## config.mk

```make
export PLATFORM = sky130hd
export DESIGN_NAME = msc_startup_config
export DESIGN_NICKNAME = d
export VERILOG_FILES = /design/src/verilog/msc_pkg.sv /design/src/verilog/msc_brake_decode.sv /design/src/verilog/msc_accel_decode.sv /design/src/verilog/msc_startup_config.sv
export SDC_FILE = /design/constraint.sdc
export NUM_CORES = 1
export LEC_CHECK = 0
export ABC_AREA = 0
export CORE_ASPECT_RATIO = 0.75
export CORE_MARGIN = 2
export CORE_UTILIZATION = 62
export DETAILED_ROUTE_END_ITERATION = 10
export DONT_BUFFER_PORTS = 1
export PLACE_DENSITY = 0.76
export SLEW_MARGIN = 25
export SYNTH_ARGS = -nofsm -noshare
export SYNTH_HDL_FRONTEND = slang
export SYNTH_SLANG_ARGS = --single-unit
export TNS_END_PERCENT = 10
```

## constraint.sdc

```tcl
create_clock -name clk_in -period 2.05 [get_ports clk_in]
set_input_delay 0.3075 -clock clk_in [delete_from_list [all_inputs] [get_ports clk_in]]
set_output_delay 0.3075 -clock clk_in [all_outputs]
set_load 0.02 [all_outputs]
```

## src/verilog/msc_pkg.sv

```systemverilog
// Purpose: constants, field layout, decode tables and carriers for the motor start-up config
// Assumes: 16-bit configuration words at byte-wide register addresses
// Notes: decoded values are fixed-point integers; units are given beside each field

package msc_pkg;

  // ------------------------------------------------------------
  // register map
  // ------------------------------------------------------------
  localparam logic [7:0] MSC_ADDR_BRAKE = 8'h92;
  localparam logic [7:0] MSC_ADDR_ACCEL = 8'h93;
  localparam logic [15:0] MSC_WORD_RESET = 16'h0000;
  localparam logic [15:0] MSC_ACCEL_WMASK = 16'h7fff;
  localparam logic [15:0] MSC_READ_IDLE = 16'h0000;

  // ------------------------------------------------------------
  // field positions, brake word
  // ------------------------------------------------------------
  localparam int MSC_STAT_LSB = 14;
  localparam int MSC_BRKCUR_BIT = 13;
  localparam int MSC_HYS_BIT = 12;
  localparam int MSC_ISD_BIT = 11;
  localparam int MSC_RVS_EN_BIT = 10;
  localparam int MSC_RVS_THR_LSB = 8;
  localparam int MSC_OLCUR_LSB = 6;
  localparam int MSC_RAMP_LSB = 3;
  localparam int MSC_BRKDUR_LSB = 0;

  // ------------------------------------------------------------
  // field positions, acceleration word
  // ------------------------------------------------------------
  localparam int MSC_RSVD_BIT = 15;
  localparam int MSC_RANGE_BIT = 14;
  localparam int MSC_ACC2_LSB = 11;
  localparam int MSC_ACC1_LSB = 8;
  localparam int MSC_HO_LSB = 3;
  localparam int MSC_ALIGN_LSB = 0;

  // ------------------------------------------------------------
  // scalar settings
  // ------------------------------------------------------------
  localparam logic [7:0] MSC_BRK_CUR_LO_MA = 8'h18;
  localparam logic [7:0] MSC_BRK_CUR_HI_MA = 8'h30;
  localparam logic [7:0] MSC_HYS_LO_MV = 8'h14;
  localparam logic [7:0] MSC_HYS_HI_MV = 8'h28;
  localparam logic [15:0] MSC_STAT_BASE_MS = 16'h0050;
  localparam logic [15:0] MSC_ALIGN_LONG_MS = 16'h14b4;
  localparam logic [11:0] MSC_HO_STEP_LO = 12'h008;
  localparam logic [11:0] MSC_HO_STEP_HI = 12'h080;
  localparam logic [11:0] MSC_HO_BASE_HI = 12'h077;
  localparam logic [2:0] MSC_BRAKE_OFF = 3'h0;

  // stationary: 0.1 Hz units, ms; reverse threshold: 0.1 Hz; currents: mA;
  // ramp: milli-supply-volts per second; durations: ms
  typedef struct packed {
    logic [15:0] stationary_freq;
    logic [15:0] stationary_ms;
    logic [7:0] brake_current_ma;
    logic [7:0] hysteresis_mv;
    logic initial_speed_detect_enable;
    logic reverse_drive_enable;
    logic [15:0] reverse_threshold;
    logic [11:0] open_loop_current_ma;
    logic [11:0] align_current_ma;
    logic [15:0] ramp_rate;
    logic brake_enable;
    logic [15:0] brake_duration_ms;
  } msc_brake_t;

  // accel2: 0.1 mHz/s^2; accel1: mHz/s; handover: 0.1 Hz; align: ms
  typedef struct packed {
    logic range_slow;
    logic [19:0] accel_second_order;
    logic [16:0] accel_first_order;
    logic handover_valid;
    logic [11:0] handover_freq;
    logic [15:0] align_ms;
  } msc_accel_t;

  // ------------------------------------------------------------
  // lookup functions
  // ------------------------------------------------------------
  // code 0 reads as zero so the brake path sees "disabled"
  function automatic logic [15:0] msc_duration_ms(input logic [2:0] code);
    unique case (code)
      3'h0: msc_duration_ms = 16'h0000;
      3'h1: msc_duration_ms = 16'h0a8c;
      3'h2: msc_duration_ms = 16'h0514;
      3'h3: msc_duration_ms = 16'h029e;
      3'h4: msc_duration_ms = 16'h014a;
      3'h5: msc_duration_ms = 16'h00a0;
      3'h6: msc_duration_ms = 16'h0050;
      3'h7: msc_duration_ms = 16'h0028;
    endcase
  endfunction

  function automatic logic [19:0] msc_accel2(input logic slow, input logic [2:0] code);
    unique case ({slow, code})
      4'h0: msc_accel2 = 20'h8b290;
      4'h1: msc_accel2 = 20'h46cd0;
      4'h2: msc_accel2 = 20'h222e0;
      4'h3: msc_accel2 = 20'h10d88;
      4'h4: msc_accel2 = 20'h080e8;
      4'h5: msc_accel2 = 20'h03e80;
      4'h6: msc_accel2 = 20'h019c8;
      4'h8: msc_accel2 = 20'h00898;
      4'h9: msc_accel2 = 20'h0044c;
      4'ha: msc_accel2 = 20'h00226;
      4'hb: msc_accel2 = 20'h0010e;
      4'hc: msc_accel2 = 20'h00082;
      4'hd: msc_accel2 = 20'h0003f;
      4'he: msc_accel2 = 20'h0001e;
      default: msc_accel2 = 20'h00000;
    endcase
  endfunction

  function automatic logic [16:0] msc_accel1(input logic slow, input logic [2:0] code);
    unique case ({slow, code})
      4'h0: msc_accel1 = 17'h128e0;
      4'h1: msc_accel1 = 17'h09470;
      4'h2: msc_accel1 = 17'h04a38;
      4'h3: msc_accel1 = 17'h023f0;
      4'h4: msc_accel1 = 17'h01194;
      4'h5: msc_accel1 = 17'h00834;
      4'h6: msc_accel1 = 17'h00384;
      4'h7: msc_accel1 = 17'h0012c;
      4'h8: msc_accel1 = 17'h012c0;
      4'h9: msc_accel1 = 17'h00960;
      4'ha: msc_accel1 = 17'h004b0;
      4'hb: msc_accel1 = 17'h00244;
      4'hc: msc_accel1 = 17'h00118;
      4'hd: msc_accel1 = 17'h00082;
      4'he: msc_accel1 = 17'h00038;
      4'hf: msc_accel1 = 17'h00013;
    endcase
  endfunction

endpackage

```

## src/verilog/msc_brake_decode.sv

```systemverilog
// Purpose: decode the brake/start word into registered operating parameters
// Assumes: word is stable between start-up events
// Notes: one cycle from word to parameters

`timescale 1ns/1ps

module msc_brake_decode
  import msc_pkg::*;
(
  input wire logic clk_in,
  input wire logic rst_in,
  input wire logic [15:0] word_in,
  output msc_brake_t params_out
);

  // ------------------------------------------------------------
  // field decode
  // ------------------------------------------------------------
  wire [1:0] stat_code = word_in[MSC_STAT_LSB +: 2];
  wire [1:0] rvs_code = word_in[MSC_RVS_THR_LSB +: 2];
  wire [1:0] cur_code = word_in[MSC_OLCUR_LSB +: 2];
  wire [2:0] ramp_code = word_in[MSC_RAMP_LSB +: 3];
  wire [2:0] brk_code = word_in[MSC_BRKDUR_LSB +: 3];
  logic [15:0] stat_freq;
  logic [15:0] rvs_thr;
  logic [11:0] ol_cur;
  logic [11:0] al_cur;
  logic [15:0] ramp;
  msc_brake_t next_params;

  always_comb begin
    unique case (stat_code)
      2'h0: stat_freq = 16'h003c;
      2'h1: stat_freq = 16'h001e;
      2'h2: stat_freq = 16'h0010;
      2'h3: stat_freq = 16'h0008;
    endcase
    unique case (rvs_code)
      2'h0: rvs_thr = 16'h003f;
      2'h1: rvs_thr = 16'h0082;
      2'h2: rvs_thr = 16'h0104;
      2'h3: rvs_thr = 16'h01fe;
    endcase
    // one field drives both currents
    unique case (cur_code)
      2'h0: begin ol_cur = 12'h0c8; al_cur = 12'h096; end
      2'h1: begin ol_cur = 12'h190; al_cur = 12'h12c; end
      2'h2: begin ol_cur = 12'h320; al_cur = 12'h258; end
      2'h3: begin ol_cur = 12'h640; al_cur = 12'h4b0; end
    endcase
    unique case (ramp_code)
      3'h0: ramp = 16'h1770;
      3'h1: ramp = 16'h0bb8;
      3'h2: ramp = 16'h05dc;
      3'h3: ramp = 16'h02bc;
      3'h4: ramp = 16'h0154;
      3'h5: ramp = 16'h00a0;
      3'h6: ramp = 16'h0046;
      3'h7: ramp = 16'h0017;
    endcase
  end

  assign next_params.stationary_freq = stat_freq;
  assign next_params.stationary_ms = MSC_STAT_BASE_MS << stat_code;
  assign next_params.brake_current_ma = word_in[MSC_BRKCUR_BIT] ?
      MSC_BRK_CUR_HI_MA : MSC_BRK_CUR_LO_MA;
  assign next_params.hysteresis_mv = word_in[MSC_HYS_BIT] ? MSC_HYS_HI_MV : MSC_HYS_LO_MV;
  assign next_params.initial_speed_detect_enable = word_in[MSC_ISD_BIT];
  assign next_params.reverse_drive_enable = word_in[MSC_RVS_EN_BIT];
  assign next_params.reverse_threshold = rvs_thr;
  assign next_params.open_loop_current_ma = ol_cur;
  assign next_params.align_current_ma = al_cur;
  assign next_params.ramp_rate = ramp;
  assign next_params.brake_enable = (brk_code != MSC_BRAKE_OFF);
  assign next_params.brake_duration_ms = msc_duration_ms(brk_code);

  always_ff @(posedge clk_in) begin
    if (rst_in) begin
      params_out <= '0;
    end else begin
      params_out <= next_params;
    end
  end
endmodule

```

## src/verilog/msc_accel_decode.sv

```systemverilog
// Purpose: decode the acceleration/handover/align word into registered parameters
// Assumes: word is stable between start-up events
// Notes: one cycle from word to parameters

`timescale 1ns/1ps

module msc_accel_decode
  import msc_pkg::*;
(
  input wire logic clk_in,
  input wire logic rst_in,
  input wire logic [15:0] word_in,
  output msc_accel_t params_out
);

  wire slow = word_in[MSC_RANGE_BIT];
  wire [2:0] acc2_code = word_in[MSC_ACC2_LSB +: 3];
  wire [2:0] acc1_code = word_in[MSC_ACC1_LSB +: 3];
  wire [4:0] ho_code = word_in[MSC_HO_LSB +: 5];
  wire [2:0] align_code = word_in[MSC_ALIGN_LSB +: 3];
  // range 0 is n steps, range 1 restarts from an offset with a wider step
  wire [11:0] ho_lo = 12'({7'h00, ho_code} * MSC_HO_STEP_LO);
  wire [11:0] ho_hi = 12'(({8'h00, ho_code[3:0]} * MSC_HO_STEP_HI) + MSC_HO_BASE_HI);
  msc_accel_t next_params;

  assign next_params.range_slow = slow;
  assign next_params.accel_second_order = msc_accel2(slow, acc2_code);
  assign next_params.accel_first_order = msc_accel1(slow, acc1_code);
  assign next_params.handover_freq = ho_code[4] ? ho_hi : ho_lo;
  assign next_params.handover_valid = (ho_code != 5'h00);
  assign next_params.align_ms = (align_code == 3'h0) ? MSC_ALIGN_LONG_MS :
      msc_duration_ms(align_code);

  always_ff @(posedge clk_in) begin
    if (rst_in) begin
      params_out <= '0;
    end else begin
      params_out <= next_params;
    end
  end
endmodule

```

## src/verilog/msc_startup_config.sv

```systemverilog
// Purpose: start-up/brake configuration words, register access and start-up snapshot
// Assumes: register port already decoded from the serial interface, one access a cycle
// Notes: decoded parameters follow the words captured at each start-up event

`timescale 1ns/1ps

module msc_startup_config
  import msc_pkg::*;
(
  input wire logic clk_in,
  input wire logic rst_in,
  input wire logic [7:0] reg_addr_in,
  input wire logic [15:0] reg_wdata_in,
  input wire logic reg_write_in,
  input wire logic reg_read_in,
  input wire logic startup_begin_in,
  output logic [15:0] reg_rdata_out,
  output logic reg_rvalid_out,
  output logic params_valid_out,
  output msc_brake_t brake_params_out,
  output msc_accel_t accel_params_out
);

  // ------------------------------------------------------------
  // register decode
  // ------------------------------------------------------------
  logic [15:0] brake_word;
  logic [15:0] accel_word;
  logic [15:0] active_brake;
  logic [15:0] active_accel;
  logic snap_pending;

  wire hit_brake = (reg_addr_in == MSC_ADDR_BRAKE);
  wire hit_accel = (reg_addr_in == MSC_ADDR_ACCEL);
  wire wr_brake = reg_write_in && hit_brake;
  wire wr_accel = reg_write_in && hit_accel;
  // reserved top bit is never stored, so it cannot read back as one
  wire [15:0] next_accel = reg_wdata_in & MSC_ACCEL_WMASK;
  // unmapped addresses answer with zero rather than stale data
  wire [15:0] next_rdata = hit_brake ? brake_word :
                           hit_accel ? accel_word : MSC_READ_IDLE;

  // ------------------------------------------------------------
  // configuration words
  // ------------------------------------------------------------
  always_ff @(posedge clk_in) begin
    if (rst_in) begin
      brake_word <= MSC_WORD_RESET;
      accel_word <= MSC_WORD_RESET;
    end else begin
      if (wr_brake) begin
        brake_word <= reg_wdata_in;
      end
      if (wr_accel) begin
        accel_word <= next_accel;
      end
    end
  end

  // ------------------------------------------------------------
  // read port
  // ------------------------------------------------------------
  always_ff @(posedge clk_in) begin
    if (rst_in) begin
      reg_rdata_out <= MSC_READ_IDLE;
      reg_rvalid_out <= 1'b0;
    end else begin
      reg_rdata_out <= reg_read_in ? next_rdata : MSC_READ_IDLE;
      reg_rvalid_out <= reg_read_in;
    end
  end

  // ------------------------------------------------------------
  // start-up snapshot
  // ------------------------------------------------------------
  // words are frozen at the start so a write mid-sequence cannot change the
  // profile of a spin-up already under way; a same-cycle write lands next time
  always_ff @(posedge clk_in) begin
    if (rst_in) begin
      active_brake <= MSC_WORD_RESET;
      active_accel <= MSC_WORD_RESET;
      snap_pending <= 1'b0;
      params_valid_out <= 1'b0;
    end else begin
      if (startup_begin_in) begin
        active_brake <= brake_word;
        active_accel <= accel_word;
      end
      snap_pending <= startup_begin_in;
      if (snap_pending) begin
        params_valid_out <= 1'b1;
      end
    end
  end

  // ------------------------------------------------------------
  // decoders
  // ------------------------------------------------------------
  msc_brake_decode u_brake (
    .clk_in(clk_in),
    .rst_in(rst_in),
    .word_in(active_brake),
    .params_out(brake_params_out)
  );

  msc_accel_decode u_accel (
    .clk_in(clk_in),
    .rst_in(rst_in),
    .word_in(active_accel),
    .params_out(accel_params_out)
  );
endmodule

```

==> results of run 1 <==
## registers in the layout (all words and copies together), names as in the netlist, 15 cells and up, named ones only
signal	count
u_accel.params_out	59
brake_word	16
reg_rdata_out	16
active_brake	16
u_brake.params_out	60
active_accel	15
accel_word	15
## critical path, stage by stage (launching register included)
cell and delay (ps):
dfxtp_2 410, inv_1 120, ha_1 380, nand2b_1 70, a21o_1 180, a21oi_1 140
dlygate4sd3_1 560
## worst paths after layout
path                            startpoint                           endpoint  depth (start not counted)
max reg2reg  active_accel[11]$_SDFFE_PP0P_  u_accel.params_out[52]$_SDFF_PP0_                          6
min                        reg_wdata_in[0]         brake_word[0]$_SDFFE_PP0P_                          2
min reg2reg                       register   u_accel.params_out[8]$_SDFF_PP0_                          1
max          active_accel[11]$_SDFFE_PP0P_  u_accel.params_out[52]$_SDFF_PP0_                          6
## power breakdown
group          switching [mW]  internal (mW)
combinational           0.192         0.0761
sequential             0.0937           4.15
clock                    1.47           2.52
total                    1.76           6.75
## cells by family after synthesis
logic type	Yosys count	share of synthesized area, %
and+or+nand+nor	245	14.5
DFF	211	52.8
buffers and inverters	134	10.6
muxes	90	11.6
AOI/OAI and AO/OA	51	4.10
adders and majority gates	41	6.41
other	1	0.0469
## routing by layer
| layer | vias to the layer above | wire length (µm) |
|---|---|---|
| met5 | - | 0 |
| met4 | 0 | 382 |
| met3 | 28 | 1210 |
| met2 | 177 | 7770 |
| met1 | 2367 | 7040 |
| li1 | 2401 | - |
## per-stage QoR
stage                     total power, mW  std cells  utilization, %  area (µm²)  setup slack [ps]
after global placement               4.51        891            62.0        7710               562
final                                8.51        959            70.6        8790               134
after floorplan                      4.64        828               -        8210               525
after CTS                            8.57        959            70.6        8780              46.4
after global routing                 8.76        959            70.6        8790              34.0
after detailed placement             4.52        891            62.0        7710               478
## cell type report
type	instances	area, µm²	share of cell area [%]
flip-flops and latches	211	4230	48.1
multi-input cells	483	3140	35.7
clock buffers	30	599	6.82
repair buffers	40	398	4.53
well taps	166	208	2.36
clock inverters	6	130	1.48
inverters	23	86.3	0.983
## placed cells by master (no fill, tap or decap), types with 4 or more instances in the layout
cell type and n:
dfxtp_1 208, nor2_1 99, mux2i_1 81, nand2_1 61, conb_1 56, ha_1 41, dlygate4sd3_1 31, nor3_1 23
and2_1 22, clkbuf_16 21, inv_1 20, a21oi_1 19, a211oi_1 13, nor2b_1 13, buf_4 8, mux2_2 7
nand2b_1 7, o21a_1 7, o21ai_0 6, clkbuf_1 5, bufinv_16 4, clkbuf_8 4
## timing repair
action / 4_1_cts / 5_1_grt
endpoints found under the hold margin: 137 / 0
buffers inserted: 0 / 0
hold buffers: 32 / 0
gates resized for setup: 0 / 3
setup endpoints to repair: 0 / 2
==> impl_metrics.yaml, run 1 <==
routing:
  vias: 4973
  ant_nets: 0
  post_drt_wl_per_cell_um: 17.1
  drc: 0
  drt_iter0_drc: 193
  routed_wl_um: 16400
  dr.pass1.iters: 4
  vias_per_cell: 5.19
synth:
  synth.avg_cell_area_um2: 10.3
  post-synth-top-count-cell: "dfxtp_1"
  syn_inst: 773
  seq_area_frac_synth_pct: 52.8
  async_reset_ff_share_pct: 0
  ys.warnings.count: 0
  synth-main-ff-cell: "dfxtp_1"
  synth-edff-count: 0
  yosysUniqueCellTypes: 43
  synth_top_cell_area_share_pct: 52.8
  synth_area_um2: 8000
  synthTopCellsByCount: "211 x dfxtp_1, 99 x nor2_1, 81 x mux2i_1"
  synthTopCellsByArea: "dfxtp_1 53%, mux2i_1 10%, buf_4 6.9%, ha_1 6.4%, nor2_1 4.6%"
  yosys.area.top_type: "dfxtp_1"
  synth-seq-cells: 211
layout:
  fillCellCount: 914
  n_antenna_cell: 0
  drive_gt1_share_pct: 7.82
  area_growth_pct: 9.84
  nets: 849
global_routing:
  grt-ovfl-total: 0
  grt_pass1_vias: 4750
  grt_usage_pct: 22.9
  grt_start_max_net_pins: 92
  use_met3_pct: 6.30
  gr-max-usage-layer: "met2"
  antenna_found_initial: 0
  grt_use_met2_pct: 38.8
  grt_pass1_wl_um: 25100
  grt_use_met1_pct: 29.3
clock_network:
  numCtsBuffers: 20
  cts_tree: "yes"
  htreeDepth: 1
  path_clk_slew_ps: 60
  clock_latency_ps: 480
  cts.sinks: 211
  cts-root-buf: "clkbuf_16"
  clock_path_buffers: 3
timing:
  finalSetupViolCount: 0
  finalMaxSlewViolations: 0
  fin_crit_sh_pct: 93.5
  fmax_ghz: 0.522
  fin_skew_ps: 15.9
  setup-tns-final_ps: 0
  worst_pin_slew_ps: 915
  rsz0062_at_grt: "false"
  max_slew_margin_pct: 38.8
  min_period_ps: 1920
  hold_viol: 0
  holdWs_ps: 12.6
setup_path:
  required_ps: 2480
  cp-start-kind: "register"
  cp.arrival_ps: 2340
  end_kind: "register"
  rrSetupSlack_ps: 130
  path_class: "reg -> reg"
  path_max_fanout: 8
placement:
  place.gp.congestion: 0.806
  io_buffers: 0
  dp_hpwl_um: 10400
die:
  die_h_um: 102
  floorplan.io_pins: 237
  initial_core_util_pct: 64.3
  core-area_um2: 12400
  rows: 35
  dieArea_um2: 13800
  die_x_um: 135
pwr:
  power_leakage_nw: 3.94
  cellPowerDensity_nw_per_um2: 969
  ir_drop_v: 0.000568
worst_hold_path:
  hp-class: "in -> reg"
run_status:
  outcome: "complete, no violations"
job:
  cap_violations: 0
No activity file was read; power rests on OpenSTA's default activity.
==> inputs of run 2 (changes only) <==
- ABC_AREA: 0 -> 1
- CORE_UTILIZATION: 62 -> 57
- CTS_CLUSTER_SIZE: not set -> 25
- PLACE_DENSITY: 0.76 -> 0.73
- clock period: 2.05 -> 1.5 ns (I/O delays scaled with it)
==> impl_metrics.yaml, run 2 <==
run_status:
  outcome: "complete, no violations"
clock_network:
  htreeDepth: 1
  numCtsBuffers: 20
  cts_tree: "yes"
  cts-root-buf: "clkbuf_16"
  clock_path_buffers: 3
  post-cts-setup-buffers: 0
  path_clk_slew_ps: 60
  cts.sinks: 211
  clock_latency_ps: 480
global_routing:
  grt_pass1_wl_um: 26700
  grt_usage_pct: 21.6
  antenna_found_initial: 0
  grt_pass1_vias: 5265
  grt-ovfl-total: 0
  grt_start_max_net_pins: 49
routing:
  dr.pass1.iters: 5
  drc: 0
  vias: 5626
  vias_per_cell: 4.88
  drt_iter0_drc: 366
  ant_nets: 0
  post_drt_wl_per_cell_um: 14.4
  routed_wl_um: 16600
die:
  initial_core_util_pct: 59.2
  core-area_um2: 13900
  rows: 37
  dieArea_um2: 15400
  die_x_um: 143
  die_h_um: 108
  floorplan.io_pins: 237
job:
  cap_violations: 0
synth:
  synth_top_cell_area_share_pct: 51.4
  syn_inst: 969
  async_reset_ff_share_pct: 0
  seq_area_frac_synth_pct: 51.4
  synthTopCellsByCount: "211 x dfxtp_1, 142 x inv_1, 130 x nand2_1"
  synth-seq-cells: 211
  synth.avg_cell_area_um2: 8.49
  post-synth-top-count-cell: "dfxtp_1"
  synthTopCellsByArea: "dfxtp_1 51%, buf_4 7.2%, inv_1 6.5%, ha_1 6.2%, nand2_1 5.9%"
  synth_area_um2: 8220
  yosys.area.top_type: "dfxtp_1"
  yosysUniqueCellTypes: 35
  ys.warnings.count: 0
  synth-main-ff-cell: "dfxtp_1"
  synth-edff-count: 0
setup_path:
  rr_startpoint: "active_accel[0]$_SDFFE_PP0P_"
  path_class: "reg -> out"
  path_max_fanout: 3
  reg2reg_to: "active_accel[0]$_SDFFE_PP0P_"
  rrSetupSlack_ps: 180
  cp.arrival_ps: 1170
  cp-start-kind: "register"
  required_ps: 1270
  cp.depth: 0
  rr_worst_depth: 3
  end_kind: "primary output"
layout:
  nets: 1039
  reg_top3: "u_brake.params_out (60), u_accel.params_out (59)"
  regArea_um2: 4220
  most-common-layout-cells: "211 x dfxtp_1, 142 x inv_1, 130 x nand2_1, 126 x nor2_1, 56 x conb_1"
  largest_reg_flops: 60
  regMostFlops: "u_brake.params_out"
  n_antenna_cell: 0
  multi_input_area_um2: 2870
  drive_gt1_share_pct: 8.89
  fin_area_um2: 8790
  area_growth_pct: 6.95
  layout_commonest_cell: "dfxtp_1"
  fillCellCount: 1186
timing:
  finalMaxSlewViolations: 0
  min_period_ps: 1390
  fin_crit_sh_pct: 93.0
  worst_pin_slew_ps: 580
  hold_viol: 0
  fmax_ghz: 0.717
  fin_skew_ps: 6.07
  setup-tns-final_ps: 0
  max_slew_margin_pct: 61.3
  rsz0062_at_grt: "false"
  finalSetupViolCount: 0
placement:
  dp_hpwl_um: 11200
  place_area_um2: 7980
  place.gp.congestion: 0.860
  io_buffers: 0
worst_hold_path:
  min_from: "reg_wdata_in[10]"
  hold_path_depth: 4
  hold-path-endpoint: "accel_word[10]$_SDFFE_PP0P_"
  hp-class: "in -> reg"
pwr:
  ir_drop_v: 0.000705
  cellPowerDensity_nw_per_um2: 1330
  design_power_total_mw: 11.7
  power_leakage_nw: 3.96
run 2: logic make-up after synthesis:
logic type	synth area share, %
flip-flops	51.4
AO/OA/AOI/OAI	7.52
buffers and inverters	16.3
other	0.0456
adder cells (fa/ha/maj)	6.24
AND/OR/NAND/NOR	18.5
run 2: worst reg2reg max path: cells and delay by family, from the launching register on:
kind,cells,cell delay [ps]
buffers and inverters,1,620
DFF,1,310
and+or+nand+nor,2,280
run 2: repair_timing:
action,CTS,global route
gates resized for setup,0,0
setup endpoints to repair,0,0
hold buffers,18,0
endpoints found under the hold margin,131,0
run 2: stage by stage:
step / util, % / cells / setup WS (ps) / hold WS, ps
after floorplan: - / 1024 / 102 / 310
after global placement: 57.5 / 1104 / 255 / 305
after detailed placement: 57.5 / 1104 / 200 / 305
after CTS: 63.4 / 1154 / 87.3 / 0.859
after global routing: 63.3 / 1154 / 42.9 / 12.4
final: 63.3 / 1154 / 105 / 11.3
run 2: where the power goes:
| part | switching, mW | total (mW) | leakage, nW | internal [mW] |
|---|---|---|---|---|
| clock | 2.01 | 4.75 | 0.301 | 2.74 |
| sequential | 0.371 | 6.22 | 1.73 | 5.85 |
| combinational | 0.549 | 0.770 | 1.93 | 0.221 |
| total | 2.93 | 11.7 | 3.96 | 8.81 |
run 2: final cells by class:
| cell class | count | share of cell area (%) |
|---|---|---|
| clock buffers | 30 | 6.81 |
| clock inverters | 2 | 0.114 |
| inverters | 151 | 6.44 |
| multi-input cells | 556 | 32.6 |
| flip-flops and latches | 211 | 48.0 |
| well taps | 175 | 2.49 |
| repair buffers | 29 | 3.53 |
run 2: worst max path at each step:
stage                                                  from                           endpoint  slack [ps]
after floorplan                active_accel[8]$_SDFFE_PP0P_  u_accel.params_out[38]$_SDFF_PP0_         100
after global placement         active_accel[0]$_SDFFE_PP0P_                           register         250
after detailed placement       active_accel[0]$_SDFFE_PP0P_                           register         200
after CTS                 u_brake.params_out[62]$_SDFF_PP0_               brake_params_out[61]          90
after global routing           active_accel[0]$_SDFFE_PP0P_                           register          40
final                     u_brake.params_out[62]$_SDFF_PP0_               brake_params_out[61]         110
run 2: routing by layer:
metal  part of all wire, %  vias to the layer above  GRT usage, %  wire length (µm)
li1                      -                     2832             -                 -
met5                     0                        -             0                 0
met1                    46                     2559          30.2              7600
met3                   6.9                       25          4.78              1150
met2                    45                      210          34.3              7560
met4                   2.0                        0          5.23               334
